### src/rtl/fcj_pkg.sv
// Package: constants for the fastening count judge
package fcj_pkg;
   localparam int unsigned CLK_HZ         = 50_000_000;
   localparam int unsigned CLK_NS         = 20;
   // Fixed batch-OK hold after a corrected NOK
   localparam int unsigned CORR_OK_MS     = 1000;
   localparam int unsigned CORR_OK_CYC    = CORR_OK_MS * (CLK_HZ / 1000);
   // Buzzer pulse on and gap time
   localparam int unsigned BUZ_MS         = 100;
   localparam int unsigned BUZ_CYC        = BUZ_MS * (CLK_HZ / 1000);
   // Millisecond tick for the line, start-torque and cycle-over timers
   localparam int unsigned MS_CYC         = CLK_HZ / 1000;

   localparam logic [2:0]  LCM_TIMER      = 3'h3;
   localparam logic [2:0]  LCM_WORK       = 3'h4;
   localparam logic [3:0]  TM_PULSE_A     = 4'h3;
   localparam logic [3:0]  TM_PULSE_B     = 4'h5;

   localparam logic [13:0] PULSE_LO_RST   = 14'h0002;
   localparam logic [13:0] PULSE_HI_RST   = 14'h0064;
   localparam logic [13:0] PULSE_LO_MAX   = 14'h270e;
   localparam logic [13:0] PULSE_HI_MAX   = 14'h270f;
   localparam logic [2:0]  EXTRA_RST      = 3'h1;
   localparam logic [2:0]  EXTRA_MAX      = 3'h5;
   localparam int unsigned NWORK          = 8;
   localparam int unsigned NSEL           = 5;

   typedef enum logic [1:0] {
      B_IDLE = 2'b00,
      B_RUN  = 2'b01,
      B_OK   = 2'b11,
      B_NOK  = 2'b10
   } batch_st_t;
endpackage : fcj_pkg

### src/rtl/fcj_preset_mem.sv
// Per-work preset memory: batch count and batch-OK duration
`timescale 1ns/1ps
module fcj_preset_mem (
   input  wire logic        i_clk,
   input  wire logic        i_we,
   input  wire logic [2:0]  i_waddr,
   input  wire logic [23:0] i_wdata,
   input  wire logic [2:0]  i_raddr,
   output logic      [23:0] o_rdata
);
   logic [23:0] mem_q [fcj_pkg::NWORK];

   always_ff @(posedge i_clk) begin
      if (i_we) begin
         mem_q[i_waddr] <= i_wdata;
      end
      o_rdata <= mem_q[i_raddr];
   end
endmodule : fcj_preset_mem

### src/rtl/fastening_count_judge.sv
// Fastening count judge: batch counting, cycle errors, pulse checks
// Notes on behaviour
// - Method 3 timer starts on first judgment or wrench signal
// - Method 3 batch OK; rearm after OK drops
// - Method 3 timer expiry means batch NOK
// - Method 3 forces batch-OK duration zero
// - Method 4 one-hot work input arms work
// - Method 4 per-work OK output, per-work duration
// - Method 4 corrected NOK gives one second OK
// - Work input drop clears batch OK
// - Method 4 early work input drop means batch NOK
// - Buzzer one pulse per OK, two at count-up
// - Start torque too early flags error
// - Start-torque error holds fail and buzzer
// - Errors clear on reset input or restart
// - Cycle-over timer flags unfinished fastening
// - Acknowledge silences buzzer, error stays
// - Measure start-to-torque time
// - Pulse count below low limit is NOK
// - Pulse count above high limit stops tool
// - Pulse limits only in methods 3, 5
// - Post-cut option selects peak torque source
// - Extra pulses after cut, then valve stops
// - Work scheme: binary eight or one-hot five
`timescale 1ns/1ps
module fastening_count_judge (
   input  wire logic        i_clk,
   input  wire logic        i_srst,
   // Configuration (static)
   input  wire logic [2:0]  i_line_count_method,
   input  wire logic        i_work_select_scheme,
   input  wire logic [3:0]  i_tightening_method,
   input  wire logic        i_buzzer_confirm,
   input  wire logic        i_start_torque_check,
   input  wire logic        i_cycle_over_check,
   input  wire logic        i_restart_clears,
   input  wire logic        i_post_cut_measure_select,
   input  wire logic [2:0]  i_post_cut_extra_pulses,
   input  wire logic [13:0] i_pulse_low_limit,
   input  wire logic [13:0] i_pulse_high_limit,
   input  wire logic [15:0] i_line_timer_ms,
   input  wire logic [15:0] i_start_err_ms,
   input  wire logic [15:0] i_cycle_over_ms,
   // Per-work presets
   input  wire logic        i_preset_we,
   input  wire logic [2:0]  i_preset_work,
   input  wire logic [7:0]  i_preset_count,
   input  wire logic [15:0] i_preset_ok_ms,
   // Line controller pins
   input  wire logic [4:0]  i_work_sel,
   input  wire logic        i_pass,
   input  wire logic        i_error_clear,
   input  wire logic        i_ext_start,
   input  wire logic        i_wrench_signal,
   // Panel strobes (same clock)
   input  wire logic        i_panel_reset,
   input  wire logic        i_panel_ack,
   // Tool
   input  wire logic        i_tool_pulse,
   input  wire logic        i_at_start_torque,
   input  wire logic        i_at_cut_torque,
   input  wire logic [11:0] i_torque,
   // Outputs
   output logic             o_valve_stop,
   output logic             o_fastening_fail_out,
   output logic             o_fastening_ok,
   output logic [7:0]       o_batch_ok,
   output logic             o_batch_incomplete_flag,
   output logic             o_buzzer,
   output logic             o_start_torque_err,
   output logic             o_cycle_over_err,
   output logic             o_pulse_low_nok,
   output logic             o_pulse_high_nok,
   output logic [15:0]      o_start_to_torque_time,
   output logic [11:0]      o_peak_torque,
   output logic [13:0]      o_pulse_total,
   output logic             o_work_invalid
);
   // ----------------------------------------------------------------
   // Input synchronisers
   // ----------------------------------------------------------------
   localparam int unsigned NPIN = 12;
   logic [NPIN-1:0] pin_raw;
   logic [NPIN-1:0] pin_s1_q;
   logic [NPIN-1:0] pin_q;
   logic [NPIN-1:0] pin_prev_q;
   logic [11:0]     torque_s1_q;
   logic [11:0]     torque_q;
   assign pin_raw = {i_work_sel, i_pass, i_error_clear, i_ext_start, i_wrench_signal,
                     i_tool_pulse, i_at_start_torque, i_at_cut_torque};
   always_ff @(posedge i_clk) begin
      pin_s1_q   <= pin_raw;
      pin_q      <= pin_s1_q;
      pin_prev_q <= pin_q;
      // Torque word assumed to move slowly against the clock
      torque_s1_q <= i_torque;
      torque_q    <= torque_s1_q;
   end
   logic [4:0] wsel;
   logic       pass_rise, clr_rise, start_rise, wrench_rise, pulse_rise;
   logic       st_trq, cut_trq, st_rise, cut_rise;
   assign wsel        = pin_q[11:7];
   assign pass_rise   = pin_q[6] & ~pin_prev_q[6];
   assign clr_rise    = pin_q[5] & ~pin_prev_q[5];
   assign start_rise  = pin_q[4] & ~pin_prev_q[4];
   assign wrench_rise = pin_q[3] & ~pin_prev_q[3];
   assign pulse_rise  = pin_q[2] & ~pin_prev_q[2];
   assign st_trq      = pin_q[1];
   assign cut_trq     = pin_q[0];
   assign st_rise     = pin_q[1] & ~pin_prev_q[1];
   assign cut_rise    = pin_q[0] & ~pin_prev_q[0];

   // ----------------------------------------------------------------
   // Work decode and presets
   // ----------------------------------------------------------------
   logic [2:0] work_idx;
   logic       one_hot_ok;
   logic [2:0] onehot_cnt;
   always_comb begin
      onehot_cnt = 3'h0;
      work_idx   = 3'h0;
      for (int i = 0; i < 5; i++) begin
         onehot_cnt = onehot_cnt + {2'h0, wsel[i]};
         if (wsel[i]) begin
            work_idx = 3'(i);
         end
      end
      if (!i_work_select_scheme) begin
         work_idx = wsel[2:0];
      end
   end
   assign one_hot_ok = (onehot_cnt == 3'h1);

   logic [23:0] preset;
   fcj_preset_mem u_mem (
      .i_clk   (i_clk),
      .i_we    (i_preset_we),
      .i_waddr (i_preset_work),
      .i_wdata ({i_preset_count, i_preset_ok_ms}),
      .i_raddr (work_idx),
      .o_rdata (preset)
   );

   // ----------------------------------------------------------------
   // Millisecond tick
   // ----------------------------------------------------------------
   logic [15:0] tick_cnt_q;
   logic        ms_tick;
   assign ms_tick = (tick_cnt_q == 16'(fcj_pkg::MS_CYC - 1));
   always_ff @(posedge i_clk) begin
      if (i_srst || ms_tick) tick_cnt_q <= 16'h0;
      else                   tick_cnt_q <= tick_cnt_q + 16'h1;
   end

   // ----------------------------------------------------------------
   // Fastening cycle: pulses, extra pulses, peak
   // ----------------------------------------------------------------
   logic        pulse_mode, in_cycle_q, after_cut_q, judge_q, ok_fast;
   logic [13:0] pulses_q;
   logic [2:0]  extra_q, extra_set;
   logic        err_clear;
   assign pulse_mode = (i_tightening_method == fcj_pkg::TM_PULSE_A) ||
                       (i_tightening_method == fcj_pkg::TM_PULSE_B);
   assign extra_set  = (i_post_cut_extra_pulses == 3'h0) ? 3'h1 :
                       (i_post_cut_extra_pulses > fcj_pkg::EXTRA_MAX) ? fcj_pkg::EXTRA_MAX
                       : i_post_cut_extra_pulses;
   logic pulse_hi;
   assign pulse_hi = pulse_mode && in_cycle_q && !after_cut_q &&
                     (pulses_q > i_pulse_high_limit);

   always_ff @(posedge i_clk) begin
      judge_q <= 1'b0;
      if (i_srst) begin
         in_cycle_q   <= 1'b0;
         after_cut_q  <= 1'b0;
         pulses_q     <= 14'h0;
         extra_q      <= 3'h0;
         o_valve_stop <= 1'b0;
         o_peak_torque <= 12'h0;
         o_pulse_total <= 14'h0;
         o_pulse_low_nok  <= 1'b0;
         o_pulse_high_nok <= 1'b0;
      end else begin
         if (err_clear) begin
            o_valve_stop     <= 1'b0;
            o_pulse_low_nok  <= 1'b0;
            o_pulse_high_nok <= 1'b0;
         end
         if (st_rise && !in_cycle_q) begin
            in_cycle_q    <= 1'b1;
            after_cut_q   <= 1'b0;
            pulses_q      <= 14'h0;
            o_peak_torque <= 12'h0;
            o_valve_stop  <= 1'b0;
         end else if (in_cycle_q) begin
            // Option 1 freezes peak at the cut level
            if ((!after_cut_q || !i_post_cut_measure_select) &&
                torque_q > o_peak_torque) begin
               o_peak_torque <= torque_q;
            end
            if (pulse_rise && !after_cut_q && pulses_q != 14'h3fff) begin
               pulses_q <= pulses_q + 14'h1;
            end
            if (pulse_hi) begin
               o_pulse_high_nok <= 1'b1;
               o_valve_stop     <= 1'b1;
               in_cycle_q       <= 1'b0;
               o_pulse_total    <= pulses_q;
            end else if (cut_rise && !after_cut_q) begin
               after_cut_q <= 1'b1;
               extra_q     <= 3'h0;
               o_pulse_total <= pulses_q;
               if (pulse_mode && pulses_q < i_pulse_low_limit) begin
                  o_pulse_low_nok <= 1'b1;
               end
            end else if (after_cut_q && pulse_rise) begin
               if (!pulse_mode || extra_q + 3'h1 >= extra_set) begin
                  o_valve_stop <= 1'b1;
                  in_cycle_q   <= 1'b0;
                  judge_q      <= 1'b1;
               end else begin
                  extra_q <= extra_q + 3'h1;
               end
            end
         end
      end
   end
   assign ok_fast = judge_q && !o_pulse_low_nok && !o_fastening_fail_out;

   // ----------------------------------------------------------------
   // Start torque and cycle-over errors
   // ----------------------------------------------------------------
   logic        timing_q;
   logic [15:0] tss_q, cyc_q;
   assign err_clear = clr_rise || i_panel_reset ||
                      (i_restart_clears && start_rise);
   always_ff @(posedge i_clk) begin
      if (i_srst) begin
         timing_q <= 1'b0;
         tss_q    <= 16'h0;
         cyc_q    <= 16'h0;
         o_start_torque_err     <= 1'b0;
         o_cycle_over_err       <= 1'b0;
         o_start_to_torque_time <= 16'h0;
      end else begin
         if (err_clear) begin
            o_start_torque_err <= 1'b0;
            o_cycle_over_err   <= 1'b0;
         end
         if (start_rise) begin
            timing_q <= 1'b1;
            tss_q    <= 16'h0;
            cyc_q    <= 16'h0;
         end else if (timing_q) begin
            if (ms_tick && tss_q != 16'hffff) tss_q <= tss_q + 16'h1;
            if (ms_tick && cyc_q != 16'hffff) cyc_q <= cyc_q + 16'h1;
            if (st_rise) begin
               o_start_to_torque_time <= tss_q;
               if (i_start_torque_check && tss_q < i_start_err_ms) begin
                  o_start_torque_err <= 1'b1;
               end
            end
            if (judge_q) begin
               timing_q <= 1'b0;
            end else if (i_cycle_over_check && cyc_q >= i_cycle_over_ms) begin
               o_cycle_over_err <= 1'b1;
               timing_q         <= 1'b0;
            end
         end
      end
   end

   always_ff @(posedge i_clk) begin
      if (i_srst) o_fastening_fail_out <= 1'b0;
      else o_fastening_fail_out <= o_start_torque_err || o_cycle_over_err ||
                                   o_pulse_high_nok || o_pulse_low_nok;
   end

   // ----------------------------------------------------------------
   // Batch control
   // ----------------------------------------------------------------
   fcj_pkg::batch_st_t st_q;
   logic [7:0]  left_q;
   logic [2:0]  work_q;
   logic [15:0] ok_ms_q;
   logic [31:0] ok_cyc_q;
   logic        corr_q, count_up;
   logic        m3, m4;
   assign m3 = (i_line_count_method == fcj_pkg::LCM_TIMER);
   assign m4 = (i_line_count_method == fcj_pkg::LCM_WORK);
   assign count_up = ok_fast && left_q == 8'h1;

   always_ff @(posedge i_clk) begin
      if (i_srst) begin
         st_q <= fcj_pkg::B_IDLE;
         left_q <= 8'h0;
         work_q <= 3'h0;
         ok_ms_q <= 16'h0;
         ok_cyc_q <= 32'h0;
         corr_q <= 1'b0;
         o_batch_ok <= 8'h0;
         o_batch_incomplete_flag <= 1'b0;
         o_work_invalid <= 1'b0;
      end else begin
         o_work_invalid <= m4 && i_work_select_scheme && |wsel && !one_hot_ok;
         case (st_q)
            fcj_pkg::B_IDLE: begin
               o_batch_ok <= 8'h0;
               if (m3 && (judge_q || wrench_rise)) begin
                  st_q    <= fcj_pkg::B_RUN;
                  left_q  <= preset[23:16] - {7'h0, ok_fast};
                  ok_ms_q <= 16'h0;
                  // A one-piece batch is complete at its first OK judgment
                  if (ok_fast && preset[23:16] == 8'h1) begin
                     st_q               <= fcj_pkg::B_OK;
                     o_batch_ok[work_q] <= 1'b1;
                  end
               // Selection must stand one cycle so the preset read catches up
               end else if (m4 && i_work_select_scheme && one_hot_ok &&
                            wsel == pin_prev_q[11:7]) begin
                  st_q    <= fcj_pkg::B_RUN;
                  work_q  <= work_idx;
                  left_q  <= preset[23:16];
                  ok_ms_q <= preset[15:0];
               end
               o_batch_incomplete_flag <= 1'b0;
               corr_q <= 1'b0;
            end
            fcj_pkg::B_RUN: begin
               if (ok_fast) left_q <= left_q - 8'h1;
               if (count_up) begin
                  st_q <= fcj_pkg::B_OK;
                  o_batch_ok[work_q] <= 1'b1;
                  ok_cyc_q <= 32'h0;
               end else if (m3 && ms_tick && ok_ms_q >= i_line_timer_ms) begin
                  st_q <= fcj_pkg::B_NOK;
                  o_batch_incomplete_flag <= 1'b1;
               end else if (m4 && !wsel[work_q]) begin
                  st_q <= fcj_pkg::B_NOK;
                  o_batch_incomplete_flag <= 1'b1;
               end
               if (m3 && ms_tick) ok_ms_q <= ok_ms_q + 16'h1;
            end
            fcj_pkg::B_OK: begin
               ok_cyc_q <= ok_cyc_q + 32'h1;
               // Method 3 duration forced to zero: OK lasts one cycle
               if (m3) begin
                  o_batch_ok <= 8'h0;
                  if (o_batch_ok == 8'h0) st_q <= fcj_pkg::B_IDLE;
               end else if (corr_q) begin
                  if (ok_cyc_q >= 32'(fcj_pkg::CORR_OK_CYC - 1) || !wsel[work_q]) begin
                     o_batch_ok <= 8'h0;
                     st_q <= fcj_pkg::B_IDLE;
                  end
               end else if (!wsel[work_q] ||
                            (ok_ms_q != 16'h0 && ok_cyc_q >=
                             32'(ok_ms_q) * 32'(fcj_pkg::MS_CYC))) begin
                  o_batch_ok <= 8'h0;
                  st_q <= fcj_pkg::B_IDLE;
               end
            end
            fcj_pkg::B_NOK: begin
               if (ok_fast && left_q != 8'h0) left_q <= left_q - 8'h1;
               if (m4 && (pass_rise || count_up)) begin
                  st_q <= fcj_pkg::B_OK;
                  corr_q <= 1'b1;
                  ok_cyc_q <= 32'h0;
                  o_batch_ok[work_q] <= 1'b1;
                  o_batch_incomplete_flag <= 1'b0;
               end else if (m3 && (pass_rise || count_up)) begin
                  st_q <= fcj_pkg::B_IDLE;
                  o_batch_incomplete_flag <= 1'b0;
               end
            end
            default: st_q <= fcj_pkg::B_IDLE;
         endcase
      end
   end

   // ----------------------------------------------------------------
   // Buzzer
   // ----------------------------------------------------------------
   logic [2:0]  buz_ph_q;
   logic [23:0] buz_cnt_q;
   logic        err_buz_q;
   always_ff @(posedge i_clk) begin
      if (i_srst) begin
         buz_ph_q  <= 3'h0;
         buz_cnt_q <= 24'h0;
         err_buz_q <= 1'b0;
         o_buzzer  <= 1'b0;
         o_fastening_ok <= 1'b0;
      end else begin
         o_fastening_ok <= ok_fast;
         if (err_clear || i_panel_ack) err_buz_q <= 1'b0;
         else if ((timing_q && st_rise && i_start_torque_check &&
                   tss_q < i_start_err_ms) || pulse_hi) err_buz_q <= 1'b1;
         else if (timing_q && i_cycle_over_check && cyc_q >= i_cycle_over_ms &&
                  !judge_q && !start_rise) err_buz_q <= 1'b1;
         if (ok_fast && i_buzzer_confirm) begin
            buz_ph_q  <= count_up ? 3'h3 : 3'h1;
            buz_cnt_q <= 24'h0;
         end else if (buz_ph_q != 3'h0) begin
            if (buz_cnt_q == 24'(fcj_pkg::BUZ_CYC - 1)) begin
               buz_cnt_q <= 24'h0;
               buz_ph_q  <= buz_ph_q - 3'h1;
            end else begin
               buz_cnt_q <= buz_cnt_q + 24'h1;
            end
         end
         o_buzzer <= err_buz_q || buz_ph_q[0];
      end
   end

   // ----------------------------------------------------------------
   // Assertions
   // ----------------------------------------------------------------
   property p_m3_ok_short;
      @(posedge i_clk) disable iff (i_srst)
      (m3 && o_batch_ok != 8'h0) |=> (o_batch_ok == 8'h0);
   endproperty
   a_m3_ok_short: assert property (p_m3_ok_short) else $error("Method 3 OK too long");

   property p_fail_follows;
      @(posedge i_clk) disable iff (i_srst)
      $rose(o_start_torque_err) |=> o_fastening_fail_out;
   endproperty
   a_fail_follows: assert property (p_fail_follows) else $error("Fail missing");

   property p_hi_stops;
      @(posedge i_clk) disable iff (i_srst)
      pulse_hi |=> (o_valve_stop && o_pulse_high_nok);
   endproperty
   a_hi_stops: assert property (p_hi_stops) else $error("High pulse not stopped");

   property p_no_pulse_nok;
      @(posedge i_clk) disable iff (i_srst)
      (!pulse_mode && !o_pulse_low_nok) |=> !$rose(o_pulse_low_nok);
   endproperty
   a_no_pulse_nok: assert property (p_no_pulse_nok) else $error("Pulse NOK off-mode");

   property p_clear;
      @(posedge i_clk) disable iff (i_srst)
      (i_panel_reset && !(timing_q && (st_rise || i_cycle_over_check)))
         |=> (!o_start_torque_err && !o_cycle_over_err);
   endproperty
   a_clear: assert property (p_clear) else $error("Error not cleared");

   property p_drop_nok;
      @(posedge i_clk) disable iff (i_srst)
      (st_q == fcj_pkg::B_RUN && m4 && !wsel[work_q] && !count_up)
         |=> o_batch_incomplete_flag;
   endproperty
   a_drop_nok: assert property (p_drop_nok) else $error("Missing batch NOK");

   property p_drop_ok;
      @(posedge i_clk) disable iff (i_srst)
      (st_q == fcj_pkg::B_OK && m4 && !wsel[work_q]) |=> (o_batch_ok == 8'h0);
   endproperty
   a_drop_ok: assert property (p_drop_ok) else $error("OK not dropped");

   property p_onehot_ok;
      @(posedge i_clk) disable iff (i_srst)
      $rose(o_batch_ok != 8'h0) |-> $onehot(o_batch_ok);
   endproperty
   a_onehot_ok: assert property (p_onehot_ok) else $error("Several OK outputs");
endmodule : fastening_count_judge

### config.mk
export PLATFORM = sky130hd
export DESIGN_NAME = fastening_count_judge
export DESIGN_NICKNAME = d
export VERILOG_FILES = /design/src/rtl/fcj_pkg.sv /design/src/rtl/fcj_preset_mem.sv /design/src/rtl/fastening_count_judge.sv
export SDC_FILE = /design/constraint.sdc
export NUM_CORES = 1
export LEC_CHECK = 0
export ABC_AREA = 1
export BUFFER_PORTS_ARGS = -buffer_cell sky130_fd_sc_hd__buf_2
export CAP_MARGIN = 20
export CORE_ASPECT_RATIO = 0.7
export CORE_MARGIN = 4
export CORE_UTILIZATION = 40
export CTS_CLUSTER_SIZE = 20
export DETAILED_ROUTE_END_ITERATION = 8
export GPL_TIMING_DRIVEN = 0
export SLEW_MARGIN = 20
export SYNTH_ARGS = -nofsm -noshare
export SYNTH_HDL_FRONTEND = slang
export SYNTH_SLANG_ARGS = --single-unit
### constraint.sdc
create_clock -name i_clk -period 10.85 [get_ports i_clk]
set_input_delay 1.6275 -clock i_clk [delete_from_list [all_inputs] [get_ports i_clk]]
set_output_delay 1.6275 -clock i_clk [all_outputs]
set_load 0.03 [all_outputs]
==> implementation parameters, run 1 <==
Parameter                              Value

Timing
  Fin. max-slew vios    0
  Worst slew margin relative to its limit    0.356
  Fin crit period    6580 ps
  Final count of hold timing violations    0
  Total Negative Setup Slacks    0 ps
  Worst-margin pin slew    966 ps
  Layout Skew    28.9 ps
  Period utilisation layout    0.607
  RSZ-0062 raised after global routing    false
  Total of endpoints with negative setup slack in the final report    0
  Peak clock frequency supported by timing    approximately 150 MHz

Critical path
  Cell with the most instances on the worst path    nand2_1
  RR Startpoint    ok_ms_q[12]
  Max stage delay on crit path    670 ps
  Worst Setup Path Type    reg -> reg
  CP startpoint    ok_ms_q[12]
  Startpoint type of the worst setup path    register
  Crit-path max FO    10
  Required time at the worst-slack endpoint    11,310 ps
  Arrival time of the worst setup path    7040 ps
  Max stage delay cell, worst path    dfxtp_1
  Crit end category    register

Floorplanning
  Horizontal extent of the die    between 300 and 400 um
  Placeable core area    roughly 67,000 um^2
  Effective utilization at floorplan    0.407
  Boundary Pins    208
  Vertical die dimension    226 um
  Standard-cell row count    79
  Die Footprint    72,500 um^2

Logic synthesis
  Primary FF master, synth    dfxtp_1
  Async set or reset register ratio after synthesis    0
  Synthesized cell area    ~27,000 um^2
  Unique masters post-synth    58
  Number of instances in the synthesized netlist    roughly 3.3k
  Avg Cell Area, Syn    8.34 um^2
  Count of warnings emitted by yosys    0
  Most numerous cell types in the synthesized netlist    575 x nand2_1, 467 x inv_1, 340 x nor2_1
  Most frequently used cell type in the post-synthesis netlist    nand2_1
  Sequential fraction of the synthesis area    0.434
  Number of nets in the synthesized netlist    3,712
  Synthesized flop and latch total    between 400 and 500
  Number of enable flip-flop cells after synthesis    between 150 and 200
  Top cell type's share of synthesized area    0.222
  Top area cells in the synthesized netlist    dfxtp_1 22%, edfxtp_1 21%, ha_1 12%
  Cell taking the most area after synthesis    dfxtp_1

Clock network
  Clock Path Buffers    3
  Clock sinks    495
  Cells resized by post-CTS repair    0
  Number of CTS-inserted buffers    51
  Insertion delay to the later sink of the worst-skew pair    between 500 and 600 ps
  CTS H-tree lvls    2
  CTS root buf    clkbuf_16
  Buffer count from post-CTS setup fixing    0
  TritonCTS clock tree    done
  Clk slew on worst S/H paths    60 ps
  Hold-fix buffers, CTS    0

Route
  Detail Route Antenna Nets    0
  Via count    22.5k
  Final WL    roughly 75,000 um
  Count of unresolved DRC violations after routing    0
  Via density per instance    5.04
  Number of iterations in the first detailed-routing pass    6
  Routed length per placed instance    16.7 um
  First DRT Iteration DRCs    2,032

Min path
  Class of the tightest hold or removal check    reg -> reg
  Hold Path Origin    pin_s1_q[2]

GRT
  Antenna violations before repair    6
  All-layer global routing usage    0.201
  Largest net degree at the start of global routing    21
  Global route overflow    0
  Wire length of the first global-routing pass    roughly 120,000 um
  Number of global-route vias before repair    20.7k

Power
  Maximum resistive drop on vdd    177 uV
  Clock power frac    0.273
  Portion of total power attributed to combinational logic    0.419
  Internal power    4.27 mW
  Seq pwr share    0.309
  Power density cells    approximately 220 nW/um^2
  P_sw    2.77 mW
  Cell leakage power    13.7 nW
  Switching Fraction    0.393
  Total power    between 7 and 8 mW

Job
  Max-cap violations    0

Placement
  Placer congestion estimate    0.910
  IO Port Bufs    206
  Post-detail-place hpwl    ~58,000 um

Cells and area
  Number of inserted filler cells in the final layout    about 6.6k
  Final Net Count    3,979
  Area overhead of the layout relative to synthesis    15.5%
  Ratio of cells with drive above 1 in the final layout    0.104

Status
  Result of the run    completed
[routing by layer]
layer,vias up,share of wire,GRT usage
met1,10400,0.52,0.323
li1,11400,-,-
met4,2,0.019,0.0497
met3,90,0.079,0.0414
met5,-,0.00011,0
met2,701,0.38,0.268
[cell type report]
cell class                      instances  area, um^2  area share
Tap cell                              891        1110      0.0354
Multi-Input combinational cell       2210       13300       0.423
Clock inverter                         30         454      0.0144
Sequential cell                       495       11800       0.376
Buffer                                 82         370      0.0118
Timing Repair Buffer                  214        1210      0.0383
Antenna cell                            5        12.5    0.000397
Inverter                              481        1810      0.0574
Clock buffer                           63        1380      0.0439
[metrics by stage]
step | util | cell area [um^2] | setup slack (ps) | cells | hold slack [ps]
finish | 0.470 | 31500 | 4270 | 4471 | 326
global route | 0.470 | 31500 | 4010 | 4471 | 335
CTS | 0.470 | 31500 | 4440 | 4466 | 328
detailed placement | 0.442 | 29700 | 4480 | 4373 | 312
global placement | 0.439 | 29400 | 4460 | 4365 | 311
floorplan | - | 27300 | 5530 | 3268 | 310
[worst paths after layout]
| kind | to | cells past startpoint | slack, ps |
|---|---|---|---|
| worst min register to register | pin_q[2] | 0 | 330 |
| worst max-delay path | o_batch_ok[5] | 31 | 4270 |
| worst max register to register | o_batch_ok[5] | 31 | 4270 |
| worst min-delay path | pin_q[2] | 0 | 330 |
[power groups by stage]
stage / clock, mW / sequential, mW / combinational, mW
2_1_floorplan: 0 / 2.20 / 2.17
3_3_place_gp: 0 / 2.21 / 2.88
3_5_place_dp: 0 / 2.21 / 2.91
4_1_cts: 1.96 / 2.17 / 2.95
5_1_grt: 2.04 / 2.19 / 3.41
6_report: 1.92 / 2.17 / 2.95
[critical path: cells and delay by family (launching register included)]
| kind | cells | cell delay (ps) |
|---|---|---|
| compound gates | 3 | 340 |
| xor+xnor | 1 | 170 |
| fa+ha+maj | 7 | 2920 |
| buf+inv | 5 | 410 |
| flops | 1 | 670 |
| simple gates | 15 | 1910 |
[cells in the final DEF, fill, tap and decap left out, drive strengths merged, types with 7 or more instances in the layout]
cell type / n
nand3: 133
buf: 245
a21o: 7
nand4: 47
edfxtp: 192
bufinv: 11
nor2: 346
dfxtp: 303
o211ai: 8
a211oi: 12
xnor2: 26
nand3b: 8
inv: 480
a31oi: 14
clkinv: 19
ha: 256
nor4: 14
a21oi: 245
xor2: 72
clkbuf: 114
fa: 40
nand2: 585
o21ai: 237
nor3: 73
o22ai: 49
[state kept, by name (all words and copies together) (netlist names), 12 cells and up]
name                    count
tick_cnt_q                 16
pin_prev_q                 12
torque_s1_q                12
o_peak_torque              12
u_mem.mem_q               192
pin_s1_q                   12
o_start_to_torque_time     16
pin_q                      12
tss_q                      16
u_mem.o_rdata              24
o_pulse_total              14
pulses_q                   14
buz_cnt_q                  24
ok_cyc_q                   32
ok_ms_q                    16
torque_q                   12
cyc_q                      16
[cells by family after synthesis]
| kind of cell | count (synthesis) | synth area share |
|---|---|---|
| AO/OA/AOI/OAI | 594 | 0.118 |
| XOR/XNOR | 98 | 0.0315 |
| adder cells (fa/ha/maj) | 296 | 0.147 |
| buffers and inverters | 563 | 0.0798 |
| flip-flops | 495 | 0.434 |
| multiplexers | 1 | 0.000367 |
| AND/OR/NAND/NOR | 1221 | 0.190 |
No activity file was read; power rests on OpenSTA's default activity.
==> run 2: changes to the inputs <==
==> constraint.sdc (replaced) <==
create_clock -name i_clk -period 5.9 [get_ports i_clk]
set_input_delay 0.885 -clock i_clk [delete_from_list [all_inputs] [get_ports i_clk]]
set_output_delay 0.885 -clock i_clk [all_outputs]
set_load 0.03 [all_outputs]
==> run 2 against run 1 <==
Design area increased by 2.0%. Clock-buffer cell count unchanged. Wire length increased by 1.1%. Combinational power increased by 110%. Sequential cell count unchanged.
==> implementation parameters, run 2 (synthesis results as in run 1) <==
Parameter                              Value

Cells and area
  Area overhead of the layout relative to synthesis    17.9% (was 15.5%)
  Most frequent cells in the layout    571 x nand2_1, 466 x inv_1, 329 x nor2_1 (was 575 x nand2_1, 467 x inv_1, 332 x nor2_1)
  Number of flip-flops under the largest register name    192 (unchanged)
  Ratio of cells with drive above 1 in the final layout    0.129 (was 0.104)
  Commonest non-fill, non-tap cell in the layout    nand2_1 (unchanged)
  Count of non-filler cells in the finished layout    4,498 (was 4,471)
  Register ranked first by flip-flop count    u_mem.mem_q (unchanged)
  Final Net Count    4,006 (was 3,979)
  Largest registers    u_mem.mem_q: 192 flops, ok_cyc_q: 32 flops (unchanged)

Critical path
  Crit-path max FO    7 (was 10)
  Crit end category    register (unchanged)
  Arrival time of the worst setup path    6150 ps (was 7040 ps)
  Max stage delay on crit path    540 ps (was 670 ps)
  Max stage delay cell, worst path    fa_1 (was dfxtp_1)
  Worst Setup Path Type    reg -> reg (unchanged)
  Number of buffer and inverter instances along the worst setup path    6 (was 5)
  Startpoint type of the worst setup path    register (unchanged)
  Required time at the worst-slack endpoint    6360 ps (was 11,310 ps)
  Family with the most delay on the worst path    adder cells (unchanged)

Floorplanning
  Vertical die dimension    226 um (unchanged)
  Die Footprint    72,500 um^2 (unchanged)
  Effective utilization at floorplan    0.407 (unchanged)
  Boundary Pins    208 (unchanged)
  Standard-cell row count    79 (unchanged)
  Horizontal extent of the die    320 um (unchanged)
  Placeable core area    67,000 um^2 (unchanged)

Timing
  Fin. max-slew vios    0 (unchanged)
  Layout Skew    27.1 ps (was 28.9 ps)
  Worst slew margin relative to its limit    0.351 (was 0.356)
  Worst-margin pin slew    973 ps (was 966 ps)
  Post-Route Hold Slack    326 ps (about the same)
  Period utilisation layout    0.965 (was 0.607)
  Final count of hold timing violations    0 (unchanged)
  Total Negative Setup Slacks    0 ps (unchanged)
  Fin crit period    5690 ps (was 6580 ps)
  Worst-case setup margin in the final layout    208 ps (was 4270 ps)
  Peak clock frequency supported by timing    176 MHz (was 152 MHz)
  Total of endpoints with negative setup slack in the final report    0 (unchanged)

Placement
  Placed insts    4,373 (unchanged)
  Post-detail-place hpwl    57,500 um (unchanged)
  IO Port Bufs    206 (unchanged)
  Worst-case setup slack after placement    -472 ps (was 4480 ps)
  Placer congestion estimate    0.910 (unchanged)

Clock network
  Insertion delay to the later sink of the worst-skew pair    590 ps (about the same)
  Clk slew on worst S/H paths    60 ps (about the same)
  Clock Path Buffers    3 (unchanged)
  Number of CTS-inserted buffers    51 (unchanged)
  Clock sinks    495 (unchanged)
  CTS root buf    clkbuf_16 (unchanged)
  CTS H-tree lvls    2 (unchanged)
  TritonCTS clock tree    done (unchanged)

Min path
  Class of the tightest hold or removal check    reg -> reg (unchanged)

Route
  Final WL    75,500 um (was 74,700 um)
  Via density per instance    5.04 (about the same)
  Count of unresolved DRC violations after routing    0 (unchanged)
  Via count    22.7k (was 22.5k)
  Number of iterations in the first detailed-routing pass    5 (was 6)
  Routed length per placed instance    16.8 um (was 16.7 um)
  First DRT Iteration DRCs    1,999 (was 2,032)
  Detail Route Antenna Nets    0 (unchanged)

Job
  Max-cap violations    0 (unchanged)

GRT
  Wire length of the first global-routing pass    116,000 um (about the same)
  All-layer global routing usage    0.201 (about the same)
  Antenna violations before repair    6 (unchanged)
  Global route overflow    0 (unchanged)
  Number of global-route vias before repair    20.8k (was 20.7k)
  Largest net degree at the start of global routing    21 (unchanged)

Power
  Cell leakage power    13.8 nW (was 13.7 nW)
  Total power    13.7 mW (was 7.04 mW)
  Maximum resistive drop on vdd    438 uV (was 177 uV)
  Power density cells    426 nW/um^2 (was 224 nW/um^2)

Status
  Result of the run    completed (unchanged)
==> run 2: metal layers <==
| metal | part of all wire | vias up | track usage |
|---|---|---|---|
| li1 | - | 11500 | - |
| met1 | 0.52 | 10400 | 0.325 |
| met2 | 0.38 | 725 | 0.269 |
| met3 | 0.083 | 82 | 0.0404 |
| met4 | 0.019 | 2 | 0.0500 |
| met5 | 0.00011 | - | 0 |
==> run 2: through the flow <==
| step | area, um^2 | util |
|---|---|---|
| 6_report | 32100 | 0.480 |
| 5_1_grt | 32100 | 0.480 |
| 4_1_cts | 31600 | 0.472 |
| 3_5_place_dp | 29700 | 0.442 |
| 3_3_place_gp | 29400 | 0.439 |
| 2_1_floorplan | 27300 | - |
==> run 2: layout make-up <==
cell class                      count  area, um^2
Fill cell                        6530       34900
Multi-Input combinational cell   2210       13700
Sequential cell                   495       11900
Inverter                          481        1810
Timing Repair Buffer              241        1410
Clock buffer                       63        1380
Tap cell                          891        1110
Clock inverter                     30         454
Buffer                             82         370
Antenna cell                        5        12.5
==> run 2: report_power, final <==
group	internal, mW	switching [mW]	total (mW)
logic	2.36	3.81	6.17
clock network	2.15	1.38	3.53
registers	3.79	0.199	3.98
total	8.29	5.39	13.7
==> run 2: timing repair <==
action | CTS | global route
hold buffers | 0 | 0
buffers inserted | 4 | 22
pin swaps | 5 | 21
setup endpoints to repair | 10 | 10
resized for setup | 32 | 70
gates cloned | 0 | 1
==> run 2: path summary, 6_finish.rpt <==
kind,startpoint,to,slack [ps],cells after the start
max reg2reg,ok_ms_q[12],o_batch_ok[5],210,32
max,ok_ms_q[12],o_batch_ok[5],210,32
min reg2reg,pin_s1_q[2],pin_q[2],330,0
min,pin_s1_q[2],pin_q[2],330,0
